**config.mk**
```make
export PLATFORM = sky130hd
export DESIGN_NAME = ctsq_trap_sequencer
export DESIGN_NICKNAME = d
export VERILOG_FILES = /design/src/rtl/ctsq_trap_sequencer.v
export VERILOG_INCLUDE_DIRS = /design/src /design/src/rtl
export SDC_FILE = /design/constraint.sdc
export NUM_CORES = 1
export LEC_CHECK = 0
export BUFFER_PORTS_ARGS = -buffer_cell sky130_fd_sc_hd__buf_2
export CAP_MARGIN = 20
export CORE_ASPECT_RATIO = 0.9
export CORE_MARGIN = 2
export CORE_UTILIZATION = 50
export DETAILED_ROUTE_END_ITERATION = 7
export GPL_TIMING_DRIVEN = 0
export MAX_ROUTING_LAYER = met4
export PLACE_DENSITY = 0.84
export SYNTH_ARGS = -nofsm -noshare
export SYNTH_HDL_FRONTEND = slang
export SYNTH_SLANG_ARGS = --single-unit
```
**constraint.sdc**
```tcl
create_clock -name ref_clk -period 4.06 [get_ports ref_clk]
set_clock_uncertainty 0.2 [all_clocks]
set_input_delay 1.218 -clock ref_clk [delete_from_list [all_inputs] [get_ports ref_clk]]
set_output_delay 1.218 -clock ref_clk [all_outputs]
set_load 0.01 [all_outputs]
```
**src/rtl/ctsq_trap_map.vh**
```
`ifndef CTSQ_TRAP_MAP_VH
`define CTSQ_TRAP_MAP_VH

// ----------------------------------------
// Register byte offsets
// ----------------------------------------
`define CTSQ_OFS_CTRL   12'h000
`define CTSQ_OFS_STAT   12'h004
`define CTSQ_OFS_SAVE   12'h008
`define CTSQ_CTRL_RST   9'h000

// ----------------------------------------
// Control fields
// ----------------------------------------
`define CTSQ_C_TRAP     0
`define CTSQ_C_PAR      1
`define CTSQ_C_PROT     2
`define CTSQ_C_CHAN     3
`define CTSQ_C_MHI      8
`define CTSQ_C_MLO      4

// ----------------------------------------
// Trap indices, highest priority first
// ----------------------------------------
`define CTSQ_T_BLAST    4'd0
`define CTSQ_T_VIOL     4'd1
`define CTSQ_T_PAR      4'd2
`define CTSQ_T_FP       4'd3
`define CTSQ_T_PRE      4'd4
`define CTSQ_T_OVF      4'd5
`define CTSQ_T_DD       4'd6
`define CTSQ_T_CHA      4'd7
`define CTSQ_NONE       5'h10

// ----------------------------------------
// Save and transfer addresses
// ----------------------------------------
`define CTSQ_A_BLAST    15'h0020
`define CTSQ_A_VIOL     15'h0022
`define CTSQ_A_PAR      15'h0024
`define CTSQ_A_FP       15'h0000
`define CTSQ_A_FPX      15'h0008
`define CTSQ_A_PRE      15'h001A
`define CTSQ_A_OVF      15'h0006
`define CTSQ_A_DD       15'h0014
`define CTSQ_A_CHA      15'h000A
`define CTSQ_BIT35      15'h0001

// ----------------------------------------
// Save word layout, bit n at index 35-n
// ----------------------------------------
`define CTSQ_W_S        35
`define CTSQ_W_B14      21
`define CTSQ_W_B17      18
`define CTSQ_W_DHI      32
`define CTSQ_W_DLO      18
`define CTSQ_W_AHI      14

// ----------------------------------------
// Timing
// ----------------------------------------
`define CTSQ_BLAST_MS   33
`define CTSQ_CLK_KHZ    50000

`endif

```
**src/rtl/ctsq_trap_sequencer.v**
```verilog
// The register offsets and the APB interface to the registers were decided locally.
`timescale 1ns/100ps
`default_nettype none
`include "ctsq_trap_map.vh"

module ctsq_trap_sequencer #(
    parameter [20:0] BLAST_SPAN = `CTSQ_BLAST_MS * `CTSQ_CLK_KHZ
) (
    input  wire        ref_clk,
    input  wire        sys_rst,
    input  wire [11:0] paddr,
    input  wire        psel,
    input  wire        penable,
    input  wire        pwrite,
    input  wire [31:0] pwdata,
    output reg  [31:0] prdata,
    output reg         pready,
    output reg         pslverr,
    input  wire        endOp,
    input  wire        tA4,
    input  wire        tA4D2,
    input  wire        tA45,
    input  wire        tI1,
    input  wire        tI3,
    input  wire        tI5,
    input  wire        tE0,
    input  wire        tE5,
    input  wire        itStep,
    input  wire        itOverflow,
    input  wire        parityErr,
    input  wire        fpErr,
    input  wire        mpViolation,
    input  wire        ddReq,
    input  wire [4:0]  chanReq,
    input  wire        selectInstr,
    input  wire        maskLoadInstr,
    input  wire        restoreChanInstr,
    input  wire        inhibitChanInstr,
    input  wire        setProtectInstr,
    input  wire        runOutInstr,
    input  wire        resetLoadChanInstr,
    input  wire [14:0] icIn,
    input  wire [14:0] addrIn,
    output reg         trapTrig,
    output reg         blockIcStep,
    output reg         blastCtl,
    output reg         forceEndOp,
    output reg         progRegReset,
    output reg         addrLoad,
    output reg  [14:0] addrOut,
    output reg         memAddrLoad,
    output reg  [14:0] memAddr,
    output reg         storeWrite,
    output reg  [35:0] storeData,
    output reg         icLoad,
    output reg  [14:0] icValue
);

    localparam [2:0] ST_IDLE = 3'b001;
    localparam [2:0] ST_TI   = 3'b010;
    localparam [2:0] ST_TE   = 3'b100;

    // ----------------------------------------
    // Functions
    // ----------------------------------------

    // Lowest set index wins; bit 4 set means none
    function [4:0] ctsqPick;
        input [11:0] v;
        integer i;
        begin
            ctsqPick = `CTSQ_NONE;
            for (i = 11; i >= 0; i = i - 1) begin
                if (v[i])
                    ctsqPick = {1'b0, i[3:0]};
            end
        end
    endfunction

    // Save address of each trap
    function [14:0] ctsqSave;
        input [3:0] t;
        reg   [3:0] k;
        begin
            k = t - `CTSQ_T_CHA;
            case (t)
                `CTSQ_T_BLAST: ctsqSave = `CTSQ_A_BLAST;
                `CTSQ_T_VIOL:  ctsqSave = `CTSQ_A_VIOL;
                `CTSQ_T_PAR:   ctsqSave = `CTSQ_A_PAR;
                `CTSQ_T_FP:    ctsqSave = `CTSQ_A_FP;
                `CTSQ_T_PRE:   ctsqSave = `CTSQ_A_PRE;
                `CTSQ_T_OVF:   ctsqSave = `CTSQ_A_OVF;
                `CTSQ_T_DD:    ctsqSave = `CTSQ_A_DD;
                default:       ctsqSave = `CTSQ_A_CHA + {10'h000, k, 1'b0};
            endcase
        end
    endfunction

    // ----------------------------------------
    // State
    // ----------------------------------------
    reg [2:0]  state_reg;
    reg [3:0]  cur_reg;
    reg [11:0] pend_reg;
    reg [8:0]  ctrl_reg;
    reg        stacked_reg;
    reg        selHold_reg;
    reg        xferPend_reg;
    reg        sFlag_reg;
    reg [14:0] savedIc_reg;
    reg [14:0] parAddr_reg;
    reg [14:0] lastSave_reg;
    reg [20:0] itIdle_reg;
    reg [11:0] hv;
    reg [35:0] word;
    reg [31:0] rdMux;

    // ----------------------------------------
    // Enables and qualifiers
    // ----------------------------------------
    wire        idle      = (state_reg == ST_IDLE);
    wire        trapEn    = ctrl_reg[`CTSQ_C_TRAP];
    wire        parEn     = trapEn & ctrl_reg[`CTSQ_C_PAR];
    wire        protOn    = ctrl_reg[`CTSQ_C_PROT];
    wire        chanEn    = ctrl_reg[`CTSQ_C_CHAN];
    wire        chainNow  = (state_reg == ST_TE) & tE5 & (cur_reg == `CTSQ_T_PRE);
    wire        protGate  = protOn & ~chainNow;
    wire        privInstr = selectInstr | maskLoadInstr | restoreChanInstr |
                            inhibitChanInstr | setProtectInstr | runOutInstr;
    wire        defer     = privInstr & ~chainNow;
    wire        hold      = (selHold_reg | selectInstr) & ~chainNow;
    wire        lowOk     = trapEn & ~defer & ~hold;
    wire [4:0]  chanLive  = pend_reg[`CTSQ_T_CHA +: 5] & ctrl_reg[`CTSQ_C_MHI:`CTSQ_C_MLO];

    always @* begin
        hv = 12'h000;
        hv[`CTSQ_T_BLAST] = pend_reg[`CTSQ_T_BLAST];
        hv[`CTSQ_T_VIOL]  = pend_reg[`CTSQ_T_VIOL] & ~hold;
        hv[`CTSQ_T_PAR]   = pend_reg[`CTSQ_T_PAR] & parEn & ~hold;
        hv[`CTSQ_T_FP]    = pend_reg[`CTSQ_T_FP] & ~hold;
        hv[`CTSQ_T_PRE]   = protGate & lowOk &
                            (pend_reg[`CTSQ_T_OVF] | (chanEn & (|chanLive)));
        hv[`CTSQ_T_OVF]   = pend_reg[`CTSQ_T_OVF] & lowOk & ~protGate;
        hv[`CTSQ_T_DD]    = pend_reg[`CTSQ_T_DD] & lowOk & chanEn & ~protGate;
        hv[`CTSQ_T_CHA +: 5] = chanLive & {5{lowOk & chanEn & ~protGate}};
    end

    wire [4:0]  pick     = ctsqPick(hv);
    wire        pickOk   = ~pick[4];
    wire [14:0] pickSave = ctsqSave(pick[3:0]);
    wire [14:0] curSave  = ctsqSave(cur_reg);
    wire        rec      = idle & ~xferPend_reg & (endOp | forceEndOp) & pickOk;
    wire        chainGo  = chainNow & pickOk;
    wire [11:0] clrv     = (rec | chainGo) ? (12'h001 << pick[3:0]) : 12'h000;

    // ----------------------------------------
    // Request latches
    // ----------------------------------------

    // idle span of the interval timer
    wire blastSet = ~itStep & (itIdle_reg == BLAST_SPAN - 21'd1);
    wire violSet  = (mpViolation & trapEn & protOn) | (endOp & setProtectInstr & protOn);
    wire [11:0] setv = {chanReq, ddReq, itOverflow, 1'b0, fpErr, parityErr, violSet, blastSet};
    // blast only for blast or live parity
    wire blastGo  = tA4 & idle & ~xferPend_reg & ~blastCtl &
                    (pend_reg[`CTSQ_T_BLAST] |
                     (pend_reg[`CTSQ_T_PAR] & parEn & ~stacked_reg));

    // Timer idle counter saturates so the request fires once
    always @(posedge ref_clk) begin
        if (sys_rst)
            itIdle_reg <= 21'h000000;
        else if (itStep)
            itIdle_reg <= 21'h000000;
        else if (itIdle_reg != BLAST_SPAN)
            itIdle_reg <= itIdle_reg + 21'd1;
    end

    always @(posedge ref_clk) begin
        if (sys_rst) begin
            pend_reg    <= 12'h000;
            stacked_reg <= 1'b0;
            selHold_reg <= 1'b0;
        end else begin
            pend_reg    <= (pend_reg & ~clrv) | setv;
            stacked_reg <= (stacked_reg & ~clrv[`CTSQ_T_PAR]) |
                           (pend_reg[`CTSQ_T_PAR] & ~parEn);
            // hold from select to channel load
            if (endOp & resetLoadChanInstr)
                selHold_reg <= 1'b0;
            else if (endOp & selectInstr)
                selHold_reg <= 1'b1;
        end
    end

    // ----------------------------------------
    // Control triggers
    // ----------------------------------------
    wire apbSetup = psel & ~penable;
    wire apbWr    = psel & penable & pready & pwrite;

    // Hardware actions follow the software write, so they win
    always @(posedge ref_clk) begin
        if (sys_rst) begin
            ctrl_reg <= `CTSQ_CTRL_RST;
        end else begin
            if (apbWr & (paddr == `CTSQ_OFS_CTRL))
                ctrl_reg <= pwdata[8:0];
            if (endOp & idle) begin
                // outside protect mode it just sets it
                if (setProtectInstr & ~protOn)
                    ctrl_reg[`CTSQ_C_PROT] <= 1'b1;
                if (restoreChanInstr | maskLoadInstr)
                    ctrl_reg[`CTSQ_C_CHAN] <= 1'b1;
                if (inhibitChanInstr)
                    ctrl_reg[`CTSQ_C_CHAN] <= 1'b0;
            end
            if ((state_reg == ST_TE) & tE5) begin
                if (cur_reg == `CTSQ_T_PRE)
                    ctrl_reg[`CTSQ_C_PROT] <= 1'b0;
                if (cur_reg >= `CTSQ_T_CHA)
                    ctrl_reg[`CTSQ_C_CHAN] <= 1'b0;
            end
        end
    end

    // ----------------------------------------
    // Save word
    // ----------------------------------------

    always @* begin
        word = 36'h000000000;
        word[`CTSQ_W_AHI:0] = savedIc_reg;
        case (cur_reg)
            `CTSQ_T_FP: begin
                word[`CTSQ_W_B14] = 1'b1;
                word[`CTSQ_W_B17] = 1'b1;
            end
            `CTSQ_T_PAR: begin
                word[`CTSQ_W_DHI:`CTSQ_W_DLO] = parAddr_reg;
                word[`CTSQ_W_S] = sFlag_reg;
            end
            `CTSQ_T_BLAST, `CTSQ_T_VIOL, `CTSQ_T_OVF: begin
                word[`CTSQ_W_S] = 1'b0;
            end
            default: begin
                word[`CTSQ_W_B17] = 1'b1;
            end
        endcase
    end

    // ----------------------------------------
    // Trap sequencer
    // ----------------------------------------
    always @(posedge ref_clk) begin
        if (sys_rst) begin
            state_reg    <= ST_IDLE;
            cur_reg      <= `CTSQ_T_BLAST;
            savedIc_reg  <= 15'h0000;
            parAddr_reg  <= 15'h0000;
            lastSave_reg <= 15'h0000;
            sFlag_reg    <= 1'b0;
            xferPend_reg <= 1'b0;
            trapTrig     <= 1'b0;
            blockIcStep  <= 1'b0;
            blastCtl     <= 1'b0;
            forceEndOp   <= 1'b0;
            progRegReset <= 1'b0;
            addrLoad     <= 1'b0;
            addrOut      <= 15'h0000;
            memAddrLoad  <= 1'b0;
            memAddr      <= 15'h0000;
            storeWrite   <= 1'b0;
            storeData    <= 36'h000000000;
            icLoad       <= 1'b0;
            icValue      <= 15'h0000;
        end else begin
            addrLoad     <= 1'b0;
            memAddrLoad  <= 1'b0;
            icLoad       <= 1'b0;
            progRegReset <= 1'b0;
            forceEndOp   <= 1'b0;
            if (blastGo)
                blastCtl <= 1'b1;
            if (idle & blastCtl & ~trapTrig) begin
                if (tA4D2)
                    progRegReset <= 1'b1;
                if (tA45)
                    forceEndOp <= 1'b1;
            end
            case (state_reg)
                ST_IDLE: begin
                    // trap trigger and step block at end-op
                    if (rec) begin
                        state_reg    <= ST_TI;
                        cur_reg      <= pick[3:0];
                        savedIc_reg  <= icIn;
                        parAddr_reg  <= addrIn;
                        sFlag_reg    <= stacked_reg;
                        lastSave_reg <= pickSave;
                        trapTrig     <= 1'b1;
                        blockIcStep  <= 1'b1;
                    end else if (xferPend_reg & tI1) begin
                        icLoad       <= 1'b1;
                        icValue      <= addrOut;
                        xferPend_reg <= 1'b0;
                        trapTrig     <= 1'b0;
                        blockIcStep  <= 1'b0;
                        blastCtl     <= 1'b0;
                    end
                end
                ST_TI: begin
                    if (tI3)
                        progRegReset <= 1'b1;
                    if (tI5) begin
                        addrLoad  <= 1'b1;
                        addrOut   <= curSave;
                        state_reg <= ST_TE;
                    end
                end
                ST_TE: begin
                    if (tE0) begin
                        memAddrLoad <= 1'b1;
                        memAddr     <= curSave;
                        storeData   <= word;
                        storeWrite  <= 1'b1;
                    end
                    if (tE5) begin
                        storeWrite <= 1'b0;
                        if (cur_reg == `CTSQ_T_FP) begin
                            icLoad      <= 1'b1;
                            icValue     <= `CTSQ_A_FPX;
                            trapTrig    <= 1'b0;
                            blockIcStep <= 1'b0;
                            blastCtl    <= 1'b0;
                            state_reg   <= ST_IDLE;
                        end else if (chainGo) begin
                            state_reg    <= ST_TI;
                            cur_reg      <= pick[3:0];
                            savedIc_reg  <= curSave | `CTSQ_BIT35;
                            lastSave_reg <= pickSave;
                            sFlag_reg    <= 1'b0;
                        end else begin
                            addrLoad     <= 1'b1;
                            addrOut      <= curSave | `CTSQ_BIT35;
                            xferPend_reg <= 1'b1;
                            state_reg    <= ST_IDLE;
                        end
                    end
                end
                default: begin
                    state_reg <= ST_IDLE;
                end
            endcase
        end
    end

    // ----------------------------------------
    // APB slave
    // ----------------------------------------

    // Read mux; status is sampled in the setup cycle
    always @* begin
        case (paddr)
            `CTSQ_OFS_CTRL: rdMux = {23'h000000, ctrl_reg};
            `CTSQ_OFS_STAT: rdMux = {12'h000, cur_reg, 1'b0, selHold_reg,
                                     ~idle | xferPend_reg, stacked_reg, pend_reg};
            `CTSQ_OFS_SAVE: rdMux = {17'h00000, lastSave_reg};
            default:        rdMux = 32'h00000000;
        endcase
    end

    wire mapped = (paddr == `CTSQ_OFS_CTRL) | (paddr == `CTSQ_OFS_STAT) |
                  (paddr == `CTSQ_OFS_SAVE);

    // One access cycle, no wait states
    always @(posedge ref_clk) begin
        if (sys_rst) begin
            pready  <= 1'b0;
            pslverr <= 1'b0;
            prdata  <= 32'h00000000;
        end else begin
            pready <= apbSetup;
            if (apbSetup) begin
                pslverr <= ~mapped;
                prdata  <= (mapped & ~pwrite) ? rdMux : 32'h00000000;
            end
        end
    end

endmodule

`default_nettype wire

```
# Word level (Yosys, flattened, before mapping)
# Cells that the tools add are included.
[classes]
addsub = 5
order_cmp = 1
n_eq_ne = 29
shifts = 1
mux = 100
bitwise = 91
n_reduce_logical = 21
[op_table]
columns = ["cell", "count"]
rows = [
  ["$mux 15", 16],
  ["$pmux 15 s2", 4],
  ["$pmux 6 s7", 2],
  ["$mux 5", 12],
  ["$pmux 20 s3", 1],
  ["$and 1x1->1", 51],
  ["$mux 1", 39],
  ["$mux 32", 1],
  ["$eq 4x3->1 const B", 6],
  ["$add 21x1->21 const B", 1],
  ["$eq 21x21->1 const B", 1],
  ["$ne 21x21->1 const B", 1],
  ["$mux 4", 5],
  ["$not 1->1", 19],
  ["$eq 4x2->1 const B", 4],
  ["$or 1x1->1", 16],
  ["$pmux 1 s2", 8],
  ["$reduce_and 5->1", 3],
  ["$add 4x5->6 const A", 2],
  ["$and 12x12->12", 1],
  ["$eq 12x3->1 const B", 1],
  ["$eq 12x4->1 const B", 1],
  ["$logic_not 12->1", 1],
  ["$mux 12", 1],
  ["27 further kinds", 51],
]
[word_totals]
register_bits = 216
input_bits = 106
out_inout_bits = 124
word_cells = 276

# Logic depth before layout (Yosys ltp)
# Gate-level depths: netlist (run 1).
[depth]
word_depth = 31
depth_mapped = 15
depth_no_buf = 14

# Least setup slack after synthesis (run 1)
# Ideal clock, no wire load.
[synth_path]
kind = "input to register"
from = "input port inhibitChanInstr"
to = "register lastSave_reg[4]"
setup_ns = 0.069
t_arrival_ns = 3.602
required_ns = 3.791
path_slack_ns = 0.190
stages = 12
path_buffers = 0
path_cell_list = "nor4_1 -> nand2_1 -> a221oi_1 -> o22ai_1 -> a211o_1 -> inv_1 -> ha_1 -> a311o_1 -> a311o_1 -> o41ai_1 -> nor2_1 -> o21ai_1"
[synth_between]
elab_chain_cells = 29
word_cells_on_any_way = 50
cone_classes = "2 x add/sub; 8 x eq/ne; 18 x mux; 20 x bitwise; 2 x reduce/logical"
[synth_lines]
columns = ["item", "line_no", "source"]
rows = [
  ["from (decl)", "ctsq_trap_sequencer.v:38", "input wire inhibitChanInstr,"],
  ["$or 1x1->1 (*)", "ctsq_trap_sequencer.v:128", "wire privInstr = selectInstr | maskLoadInstr | restoreChanInstr |"],
  ["$or 1x1->1 (*) (2 in a row)", "ctsq_trap_sequencer.v:129", "inhibitChanInstr | setProtectInstr | runOutInstr;"],
  ["$and 1x1->1 (*)", "ctsq_trap_sequencer.v:130", "wire defer = privInstr & ~chainNow;"],
  ["$not 1->1 (*)", "ctsq_trap_sequencer.v:132", "wire lowOk = trapEn & ~defer & ~hold;"],
  ["$and 1x1->1 (*) (2 in a row)", "ctsq_trap_sequencer.v:132", ""],
  ["$and 1x1->1 (2 in a row)", "ctsq_trap_sequencer.v:145", "hv[`CTSQ_T_CHA +: 5] = chanLive & {5{lowOk & chanEn & ~protGate}};"],
  ["$and 5x5->5", "ctsq_trap_sequencer.v:145", ""],
  ["$mux 5 (7 in a row)", "ctsq_trap_sequencer.v:74", "if (v[i])"],
  ["$mux 5 (*) (5 in a row)", "ctsq_trap_sequencer.v:74", ""],
  ["named net pick[1]", "ctsq_trap_sequencer.v:148", "wire [4:0] pick = ctsqPick(hv);"],
  ["$sub 4x3->4 (no line)", "-", ""],
  ["$add 4x5->6 (no line)", "-", ""],
  ["$pmux 6 s7 (*)", "ctsq_trap_sequencer.v:86", "case (t)"],
  ["$mux 15", "ctsq_trap_sequencer.v:337", "end else if (chainGo) begin"],
  ["$mux 15", "ctsq_trap_sequencer.v:330", "if (cur_reg == `CTSQ_T_FP) begin"],
  ["$mux 15", "ctsq_trap_sequencer.v:328", "if (tE5) begin"],
  ["$pmux 15 s2 (*)", "ctsq_trap_sequencer.v:291", "case (state_reg)"],
  ["to (signal assigned)", "ctsq_trap_sequencer.v:300", "lastSave_reg <= pickSave;"],
  ["to (signal assigned)", "ctsq_trap_sequencer.v:341", "lastSave_reg <= pickSave;"],
  ["to (decl)", "ctsq_trap_sequencer.v:112", "reg [14:0] lastSave_reg;"],
]
# Mark *: on every way through the listed nets, which the timed path passes. The rest lies on a longest branch. The select of a mux whose other input is x is not followed.
# A chain may end at the register's enable or synchronous reset.

# Worst setup path after layout (run 1)
[layout_path]
from = "input port selectInstr"
to = "register lastSave_reg[4]"
[layout_between]
elab_chain_cells = 31
word_cells_on_any_way = 58
cone_classes = "2 x add/sub; 8 x eq/ne; 18 x mux; 28 x bitwise; 2 x reduce/logical"
[layout_lines]
columns = ["item", "line_no", "source"]
rows = [
  ["from (decl)", "ctsq_trap_sequencer.v:35", "input wire selectInstr,"],
  ["$or 1x1->1 (3 in a row)", "ctsq_trap_sequencer.v:128", ""],
  ["$or 1x1->1 (2 in a row)", "ctsq_trap_sequencer.v:129", ""],
  ["$and 1x1->1", "ctsq_trap_sequencer.v:130", ""],
  ["$not 1->1", "ctsq_trap_sequencer.v:132", ""],
  ["$and 1x1->1 (2 in a row)", "ctsq_trap_sequencer.v:132", ""],
  ["$and 1x1->1 (2 in a row)", "ctsq_trap_sequencer.v:145", ""],
  ["$and 5x5->5", "ctsq_trap_sequencer.v:145", ""],
  ["$mux 5 (10 in a row)", "ctsq_trap_sequencer.v:74", ""],
  ["$mux 5 (*) (2 in a row)", "ctsq_trap_sequencer.v:74", ""],
  ["named net pick[1]", "ctsq_trap_sequencer.v:148", ""],
  ["$sub 4x3->4 (no line)", "-", ""],
  ["$add 4x5->6 (no line)", "-", ""],
  ["$pmux 6 s7 (*)", "ctsq_trap_sequencer.v:86", ""],
  ["$mux 15", "ctsq_trap_sequencer.v:337", ""],
  ["$mux 15", "ctsq_trap_sequencer.v:330", ""],
  ["$mux 15", "ctsq_trap_sequencer.v:328", ""],
  ["$pmux 15 s2 (*)", "ctsq_trap_sequencer.v:291", ""],
]
# Marks and branches as above.

==> results_tabular.tex, run 1 <==
\begin{tabular}{lr}
\hline
Metric & Value \\
\hline
\multicolumn{2}{l}{\textbf{Die}} \\
\quad Starting Density & 51.4\% \\
\quad IO Pins & 230 \\
\quad Area inside the core boundary & 14,800 um\^{}2 \\
\quad Site Rows & 42 \\
\quad Die width & 134 um \\
\quad Die height & 121 um \\
\quad Total die area & 16,200 um\^{}2 \\
\multicolumn{2}{l}{\textbf{Status}} \\
\quad Status & finished, final reports clean \\
\multicolumn{2}{l}{\textbf{Layout}} \\
\quad Final Util & 63.7\% \\
\quad Max FFs per register & 31 \\
\quad Area of all placed cells without fillers & 9400 um\^{}2 \\
\quad Final std cells w/o fill & 1,328 \\
\quad Nets & 1,237 \\
\quad Count of fill cells added during filler insertion & 1,268 \\
\quad Area of combinational cells with multiple inputs & 3860 um\^{}2 \\
\quad Fraction of final layout cells sized beyond drive strength 1 & 23.9\% \\
\quad Synthesis-to-layout area growth & 23.8\% \\
\quad Sequential cell area & 3300 um\^{}2 \\
\multicolumn{2}{l}{\textbf{Power and ir drop}} \\
\quad Overall power after layout & 3.46 mW \\
\quad Share of total power in sequential cells & 48.3\% \\
\quad Clk pwr share & 43.6\% \\
\quad Cell area power density & 368 nW/um\^{}2 \\
\quad Switching part of the total power & 23.9\% \\
\quad Internal power of the cells & 2.63 mW \\
\quad Maximum VDD drop & 0.314 mV \\
\quad Switching power total & 0.829 mW \\
\quad Cell leakage power & 4.05 nW \\
\quad Combinational group share of total power & 8.1\% \\
\multicolumn{2}{l}{\textbf{Setup path}} \\
\quad Required time of the worst setup path & 4.21 ns \\
\quad CP dominant cell by count & sky130\_fd\_sc\_hd\_\_a311o\_1 \\
\quad Peak fanout along the critical path & 5 \\
\quad Cell family contributing the most delay on the critical path & compound AO/OA/AOI/OAI gates \\
\quad Stage delay of the slowest cell on the critical path & 0.39 ns \\
\quad Flop-to-flop setup slack & 0.17 ns \\
\quad Worst reg2reg startpoint & cur\_reg[0]\$\_SDFFE\_PP0P\_ \\
\quad Classification of the worst setup path & in -> reg \\
\quad Stages on the worst setup path & 13 \\
\quad Register-to-Register Path Depth & 15 \\
\quad Worst setup path startpoint & selectInstr \\
\quad CP endpoint kind & register \\
\quad Count of buffering cells on the critical path with inverters included & 2 \\
\quad Sequence of cells on the critical path & buf\_2 -> nor4\_4 -> nand2\_1 -> a221oi\_2 -> o22ai\_2 -> a211o\_1 -> inv\_1 -> ha\_1 -> a311o\_1 -> a311o\_1 -> o41ai\_1 -> nor2\_1 -> o21ai\_1 \\
\quad End of the worst register-to-register path & lastSave\_reg[4]\$\_SDFFE\_PP0P\_ \\
\quad Master of the slowest instance on the critical path & sky130\_fd\_sc\_hd\_\_a211o\_1 \\
\quad Capturing instance or port of the critical path & lastSave\_reg[4]\$\_SDFFE\_PP0P\_ \\
\quad Critical Path AT & 4.11 ns \\
\quad CP Launch Type & input pin \\
\multicolumn{2}{l}{\textbf{Drt}} \\
\quad Total detailed-routing wirelength & 22,600 um \\
\quad First-pass detailed-route iteration total & 5 \\
\quad DR vias & 7,262 \\
\quad Antenna viol nets, final & 0 \\
\quad Routed wire per std cell & 17.0 um \\
\quad Violation count after the first detailed-route iteration & 601 \\
\quad \# DRC & 0 \\
\quad Average via count per standard cell & 5.47 \\
\multicolumn{2}{l}{\textbf{Placed design}} \\
\quad Dpl cells & 1,293 \\
\quad Post-placement worst setup slack & -0.368 ns \\
\quad Cell area after placement & 8800 um\^{}2 \\
\quad Final weighted congestion in routability-driven placement & 0.956 \\
\quad Number of port buffers & 157 \\
\quad Detailed Place HPWL & 16,600 um \\
\multicolumn{2}{l}{\textbf{Synth}} \\
\quad Post-synthesis cell count & 893 \\
\quad Biggest area consumer among synthesized cells & sky130\_fd\_sc\_hd\_\_dfxtp\_1 \\
\quad Most frequently used flop master after synthesis & sky130\_fd\_sc\_hd\_\_dfxtp\_1 \\
\quad Number of flops mapped to enable cells by yosys & 0 \\
\quad Top-count cell post-synth & sky130\_fd\_sc\_hd\_\_dfxtp\_1 \\
\quad Sequential-to-total area share from yosys stat & 43.5\% \\
\quad Yosys cell types & 72 \\
\quad Fraction of synthesized cell area taken by the top area cell type & 43.5\% \\
\quad Yosys warning total & 0 \\
\quad Post-synthesis async set-or-reset flop share & 0\% \\
\quad \#FFs+latches synth & 165 \\
\quad Mean instance size in the synthesized netlist & 8.51 um\^{}2 \\
\quad Syn Std Cell Area & 7600 um\^{}2 \\
\quad Cell types with the largest area share after synthesis & sky130\_fd\_sc\_hd\_\_dfxtp\_1, sky130\_fd\_sc\_hd\_\_nor2\_1, sky130\_fd\_sc\_hd\_\_a21oi\_1, sky130\_fd\_sc\_hd\_\_buf\_4, sky130\_fd\_sc\_hd\_\_nand2\_1 \\
\quad Top post-synthesis cells by count & sky130\_fd\_sc\_hd\_\_dfxtp\_1, sky130\_fd\_sc\_hd\_\_nor2\_1, sky130\_fd\_sc\_hd\_\_a21oi\_1 \\
\multicolumn{2}{l}{\textbf{Timing}} \\
\quad Final clock period utilization by the worst path & 97.7\% \\
\quad Final slew viol count & 0 \\
\quad Final min period & 3.97 ns \\
\quad Achievable frequency & 0.252 GHz \\
\quad Actual transition at the worst max-transition pin & 1.00 ns \\
\quad Final setup violation count & 0 \\
\quad Worst-case hold slack & 0.248 ns \\
\quad Final hold violations & 0 \\
\quad Headroom to the max-slew limit & 32.8\% \\
\quad Setup TNS & 0 ns \\
\quad Final setup slack of the worst path & 0.0925 ns \\
\multicolumn{2}{l}{\textbf{GRT}} \\
\quad Global-route wire length before repair & 34,800 um \\
\quad Via count of the first global-routing pass & 6,680 \\
\quad Largest net degree at the start of global routing & 17 \\
\quad Overall global routing resource usage & 28.5\% \\
\quad Overflow left after global routing & 0 \\
\quad Antenna violations before repair & 2 \\
\multicolumn{2}{l}{\textbf{CTS}} \\
\quad Master cell of the clock root buffer & sky130\_fd\_sc\_hd\_\_clkbuf\_16 \\
\quad Count of hold-fix buffers inserted at cts & 0 \\
\quad CTS Buffer Depth & 2 \\
\quad Total clock sinks & 165 \\
\quad \# H-tree levels & 4 \\
\quad Clock tree from TritonCTS & built \\
\quad Clock input transition at the sequential cells of the worst setup and hold paths & 0.06 ns \\
\quad Clock latency on the worst-skew pair & 0.43 ns \\
\quad Number of CTS-inserted buffers & 17 \\
\multicolumn{2}{l}{\textbf{Min path}} \\
\quad Cells on Worst Hold Path & 2 \\
\quad Hold/Removal Path Class & reg -> reg \\
\multicolumn{2}{l}{\textbf{Run}} \\
\quad Max\_cap viols & 0 \\
\hline
\end{tabular}
-- cells by family after synthesis --
family | synth area share [%]
compound gates | 18.7
buf+inv | 8.40
other cells | 0.0494
flops | 43.5
xor+xnor | 2.19
simple gates | 20.6
fa+ha+maj | 2.47
mux | 4.17
-- worst min-delay path by stage --
| stage | endpoint | from |
|---|---|---|
| floorplan | storeData[5]$_SDFFE_PP0P_ | savedIc_reg[5]$_SDFFE_PP0P_ |
| CTS | icValue[5]$_SDFFE_PP0P_ | icValue[5]$_SDFFE_PP0P_ |
| finish | storeData[8]$_SDFFE_PP0P_ | storeData[8]$_SDFFE_PP0P_ |
| detailed placement | icValue[5]$_SDFFE_PP0P_ | icValue[5]$_SDFFE_PP0P_ |
| global placement | storeData[7]$_SDFFE_PP0P_ | savedIc_reg[7]$_SDFFE_PP0P_ |
| global route | storeData[13]$_SDFFE_PP0P_ | storeData[13]$_SDFFE_PP0P_ |
-- power by group through the flow --
stage	clock (mW)	combinational, mW	sequential, mW
6_report	1.51	0.282	1.67
5_1_grt	1.60	0.307	1.67
4_1_cts	1.52	0.274	1.67
3_5_place_dp	0	0.271	1.71
3_3_place_gp	0	0.267	1.71
2_1_floorplan	0	0.178	1.70
-- layout by cell type (no fill, tap or decap), types with 6 or more instances in the layout --
master and n:
sky130_fd_sc_hd__mux2i_1 26, sky130_fd_sc_hd__and3_1 17, sky130_fd_sc_hd__a222oi_1 7, sky130_fd_sc_hd__a21oi_1 87, sky130_fd_sc_hd__clkbuf_1 42, sky130_fd_sc_hd__o21ai_0 19, sky130_fd_sc_hd__o21ai_1 7, sky130_fd_sc_hd__nor3_1 10
sky130_fd_sc_hd__a22oi_1 17, sky130_fd_sc_hd__or2_2 8, sky130_fd_sc_hd__buf_4 51, sky130_fd_sc_hd__a31oi_1 7, sky130_fd_sc_hd__nor2b_1 7, sky130_fd_sc_hd__clkbuf_16 17, sky130_fd_sc_hd__inv_1 21, sky130_fd_sc_hd__buf_2 162
sky130_fd_sc_hd__ha_1 15, sky130_fd_sc_hd__o211ai_1 6, sky130_fd_sc_hd__a22o_1 16, sky130_fd_sc_hd__nor2_1 131, sky130_fd_sc_hd__nand3_1 27, sky130_fd_sc_hd__xnor2_1 6, sky130_fd_sc_hd__dfxtp_1 165, sky130_fd_sc_hd__or3_1 7
sky130_fd_sc_hd__conb_1 46, sky130_fd_sc_hd__nand4_1 6, sky130_fd_sc_hd__nand2b_1 6, sky130_fd_sc_hd__xor2_1 13, sky130_fd_sc_hd__nand2_1 85
-- layer usage --
metal	vias up	wire [um]	track usage, %
li1	3502	-	-
met1	3387	9720	37.7
met2	349	10500	43.7
met3	24	2170	7.23
met4	0	226	7.78
met5	-	0	-
-- final cells by class --
| cell class | instances | share of cell area [%] |
|---|---|---|
| buffer | 96 | 5.96 |
| inverter | 21 | 0.838 |
| clock inverter | 7 | 0.798 |
| clock buffer | 24 | 5.02 |
| timing repair buffer | 159 | 8.52 |
| sequential | 165 | 35.1 |
| antenna | 2 | 0.0532 |
| multi-input combinational | 656 | 41.1 |
| tap | 198 | 2.63 |
-- tightest hold or removal path, stage by stage, from the launching register on --
cell and delay (ns):
sky130_fd_sc_hd__dfxtp_1 0.30, sky130_fd_sc_hd__nand2_1 0.05, sky130_fd_sc_hd__a21oi_1 0.05
-- repair_timing --
item                                    CTS  global route
resized for setup                         2             8
endpoints found under the setup margin    1             5
buffers inserted                          0             2
Power figures use the tool's default switching activity.
==> run 2, diff against run 1 <==
--- a/config.mk
+++ b/config.mk
@@ -10,11 +10,11 @@
 export CAP_MARGIN = 20
 export CORE_ASPECT_RATIO = 0.9
 export CORE_MARGIN = 2
-export CORE_UTILIZATION = 50
+export CORE_UTILIZATION = 52
 export DETAILED_ROUTE_END_ITERATION = 7
 export GPL_TIMING_DRIVEN = 0
 export MAX_ROUTING_LAYER = met4
-export PLACE_DENSITY = 0.84
+export PLACE_DENSITY = 0.87
 export SYNTH_ARGS = -nofsm -noshare
 export SYNTH_HDL_FRONTEND = slang
 export SYNTH_SLANG_ARGS = --single-unit
==> results_tabular.tex, run 2 (synthesis gave the netlist of run 1 again) <==
\begin{tabular}{lr}
\hline
Metric & Value \\
\hline
\multicolumn{2}{l}{\textbf{Setup path}} \\
\quad CP Launch Type & input pin \\
\quad Master of the slowest instance on the critical path & sky130\_fd\_sc\_hd\_\_o41ai\_2 \\
\quad Required time of the worst setup path & 4.22 ns \\
\quad CP endpoint kind & register \\
\quad Worst reg2reg startpoint & cur\_reg[0]\$\_SDFFE\_PP0P\_ \\
\quad Stage delay of the slowest cell on the critical path & 0.48 ns \\
\quad Classification of the worst setup path & in -> reg \\
\quad Critical Path AT & 4.02 ns \\
\quad Peak fanout along the critical path & 5 \\
\quad Sequence of cells on the critical path & buf\_2 -> nor4\_4 -> nor4b\_4 -> o221ai\_1 -> o22ai\_2 -> a211o\_1 -> inv\_1 -> ha\_1 -> a21boi\_0 -> o41ai\_2 -> a22oi\_1 -> a21oi\_1 \\
\quad Worst setup path startpoint & selectInstr \\
\multicolumn{2}{l}{\textbf{Layout}} \\
\quad Fraction of final layout cells sized beyond drive strength 1 & 24.0\% \\
\quad Final Util & 66.6\% \\
\quad Synthesis-to-layout area growth & 24.2\% \\
\quad Area of combinational cells with multiple inputs & 3860 um\^{}2 \\
\quad Sequential cell area & 3300 um\^{}2 \\
\quad Most common library cell in the layout ignoring fill and taps & sky130\_fd\_sc\_hd\_\_dfxtp\_1 \\
\quad Commonest non-fill, non-tap cells in the layout & sky130\_fd\_sc\_hd\_\_dfxtp\_1, sky130\_fd\_sc\_hd\_\_buf\_2, sky130\_fd\_sc\_hd\_\_nor2\_1 \\
\quad Nets & 1,235 \\
\quad Max FFs per register & 31 \\
\quad Count of fill cells added during filler insertion & 1,141 \\
\quad Ant. Diodes & 0 \\
\multicolumn{2}{l}{\textbf{Timing}} \\
\quad Achievable frequency & 0.258 GHz \\
\quad Final min period & 3.87 ns \\
\quad Setup repair after global routing missed its margin & no \\
\quad Headroom to the max-slew limit & 27.1\% \\
\quad Actual transition at the worst max-transition pin & 1.09 ns \\
\quad Final hold violations & 0 \\
\quad Final clock period utilization by the worst path & 95.3\% \\
\quad Final setup violation count & 0 \\
\quad Worst-case hold slack & 0.251 ns \\
\quad Final slew viol count & 0 \\
\multicolumn{2}{l}{\textbf{GRT}} \\
\quad Overall global routing resource usage & 28.8\% \\
\quad Global-route wire length before repair & 35,100 um \\
\quad Overflow left after global routing & 0 \\
\quad Antenna violations before repair & 0 \\
\quad Largest net degree at the start of global routing & 17 \\
\quad Via count of the first global-routing pass & 6,808 \\
\multicolumn{2}{l}{\textbf{CTS}} \\
\quad Total clock sinks & 165 \\
\quad Clock tree from TritonCTS & built \\
\quad Clock input transition at the sequential cells of the worst setup and hold paths & 0.06 ns \\
\quad CTS Buffer Depth & 2 \\
\quad \# H-tree levels & 4 \\
\quad Clock latency on the worst-skew pair & 0.42 ns \\
\quad Number of CTS-inserted buffers & 17 \\
\quad Master cell of the clock root buffer & sky130\_fd\_sc\_hd\_\_clkbuf\_16 \\
\quad Count of hold-fix buffers inserted at cts & 0 \\
\quad Post-CTS setup buffers & 0 \\
\multicolumn{2}{l}{\textbf{Min path}} \\
\quad Startpoint of the most critical hold path & icValue[0]\$\_SDFFE\_PP0P\_ \\
\quad Hold/Removal Path Class & reg -> reg \\
\multicolumn{2}{l}{\textbf{Die}} \\
\quad Starting Density & 53.7\% \\
\quad Total die area & 15,600 um\^{}2 \\
\quad Site Rows & 41 \\
\quad Die width & 131 um \\
\quad Die height & 119 um \\
\quad IO Pins & 230 \\
\quad Area inside the core boundary & 14,200 um\^{}2 \\
\multicolumn{2}{l}{\textbf{Placed design}} \\
\quad Final weighted congestion in routability-driven placement & 0.976 \\
\quad Detailed Place HPWL & 16,200 um \\
\quad Number of port buffers & 157 \\
\multicolumn{2}{l}{\textbf{Drt}} \\
\quad Total detailed-routing wirelength & 22,100 um \\
\quad DR vias & 7,324 \\
\quad Antenna viol nets, final & 0 \\
\quad \# DRC & 0 \\
\quad First-pass detailed-route iteration total & 5 \\
\quad Violation count after the first detailed-route iteration & 526 \\
\quad Average via count per standard cell & 5.56 \\
\quad Routed wire per std cell & 16.8 um \\
\multicolumn{2}{l}{\textbf{Power and ir drop}} \\
\quad Maximum VDD drop & 0.349 mV \\
\quad Combinational group share of total power & 7.8\% \\
\quad Cell leakage power & 4.09 nW \\
\quad Share of total power in sequential cells & 46.5\% \\
\quad Cell area power density & 381 nW/um\^{}2 \\
\quad Switching power total & 0.811 mW \\
\quad Switching part of the total power & 22.6\% \\
\quad Internal power of the cells & 2.78 mW \\
\quad Clk pwr share & 45.7\% \\
\multicolumn{2}{l}{\textbf{Status}} \\
\quad Status & finished, final reports clean \\
\multicolumn{2}{l}{\textbf{Run}} \\
\quad Max\_cap viols & 0 \\
\hline
\end{tabular}
run 2: cell types whose count changed in the layout (fill, tap and decap cells not counted), sizes merged:
cell      delta
diode        -2
bufinv       +2
clkinv       +1
clkinvlp     -2
buf          -2
clkbuf       -3
run 2: metrics by stage:
step	area (um^2)	setup TNS (ns)	power [mW]	std cells	setup WS, ns
final	9440	0	3.59	1317	0.190
after global routing	9440	0	3.69	1317	0.00950
after CTS	9400	0	3.59	1317	0.0363
after detailed placement	8790	-1.14	1.97	1288	-0.287
after global placement	8790	-1.05	1.97	1288	-0.279
after floorplan	7770	0	1.87	938	0.190
run 2: worst paths after layout:
check,end,slack (ns),cells after the start
setup reg to reg,lastSave_reg[4]$_SDFFE_PP0P_,0.24,15
hold / removal,icValue[0]$_SDFFE_PP0P_,0.25,2
hold reg to reg,icValue[0]$_SDFFE_PP0P_,0.25,2
setup / recovery,lastSave_reg[3]$_SDFFE_PP0P_,0.19,12
run 2: final cells by class:
cell class | count | share of cell area [%]
buffer | 96 | 5.94
timing repair buffer | 157 | 8.33
tap | 193 | 2.56
multi-input combinational | 656 | 40.9
inverter | 21 | 0.835
sequential | 165 | 35.0
clock buffer | 21 | 5.09
clock inverter | 8 | 1.33
run 2: repair_timing:
action | in CTS | in global routing
gates cloned | 0 | 0
gates resized for setup | 1 | 8
endpoints found under the setup margin | 2 | 5
run 2: metal layers:
layer	routed length, um	track usage [%]	part of all wire, %
met1	9490	37.1	43
met5	0	-	0
met4	420	8.02	1.9
met3	2230	8.24	10
met2	9950	44.4	45
run 2: critical path: cells and delay by family:
family	cells	cell delay [ns]
AO/OA/AOI/OAI	7	1.64
adder cells (fa/ha/maj)	1	0.26
buffers and inverters	2	0.25
AND/OR/NAND/NOR	2	0.65
run 2: power by group through the flow:
stage,sequential (mW),clock (mW),combinational (mW)
after floorplan,1.70,0,0.178
after global placement,1.70,0,0.265
after detailed placement,1.70,0,0.269
after CTS,1.67,1.65,0.272
after global routing,1.67,1.71,0.306
final,1.67,1.64,0.281
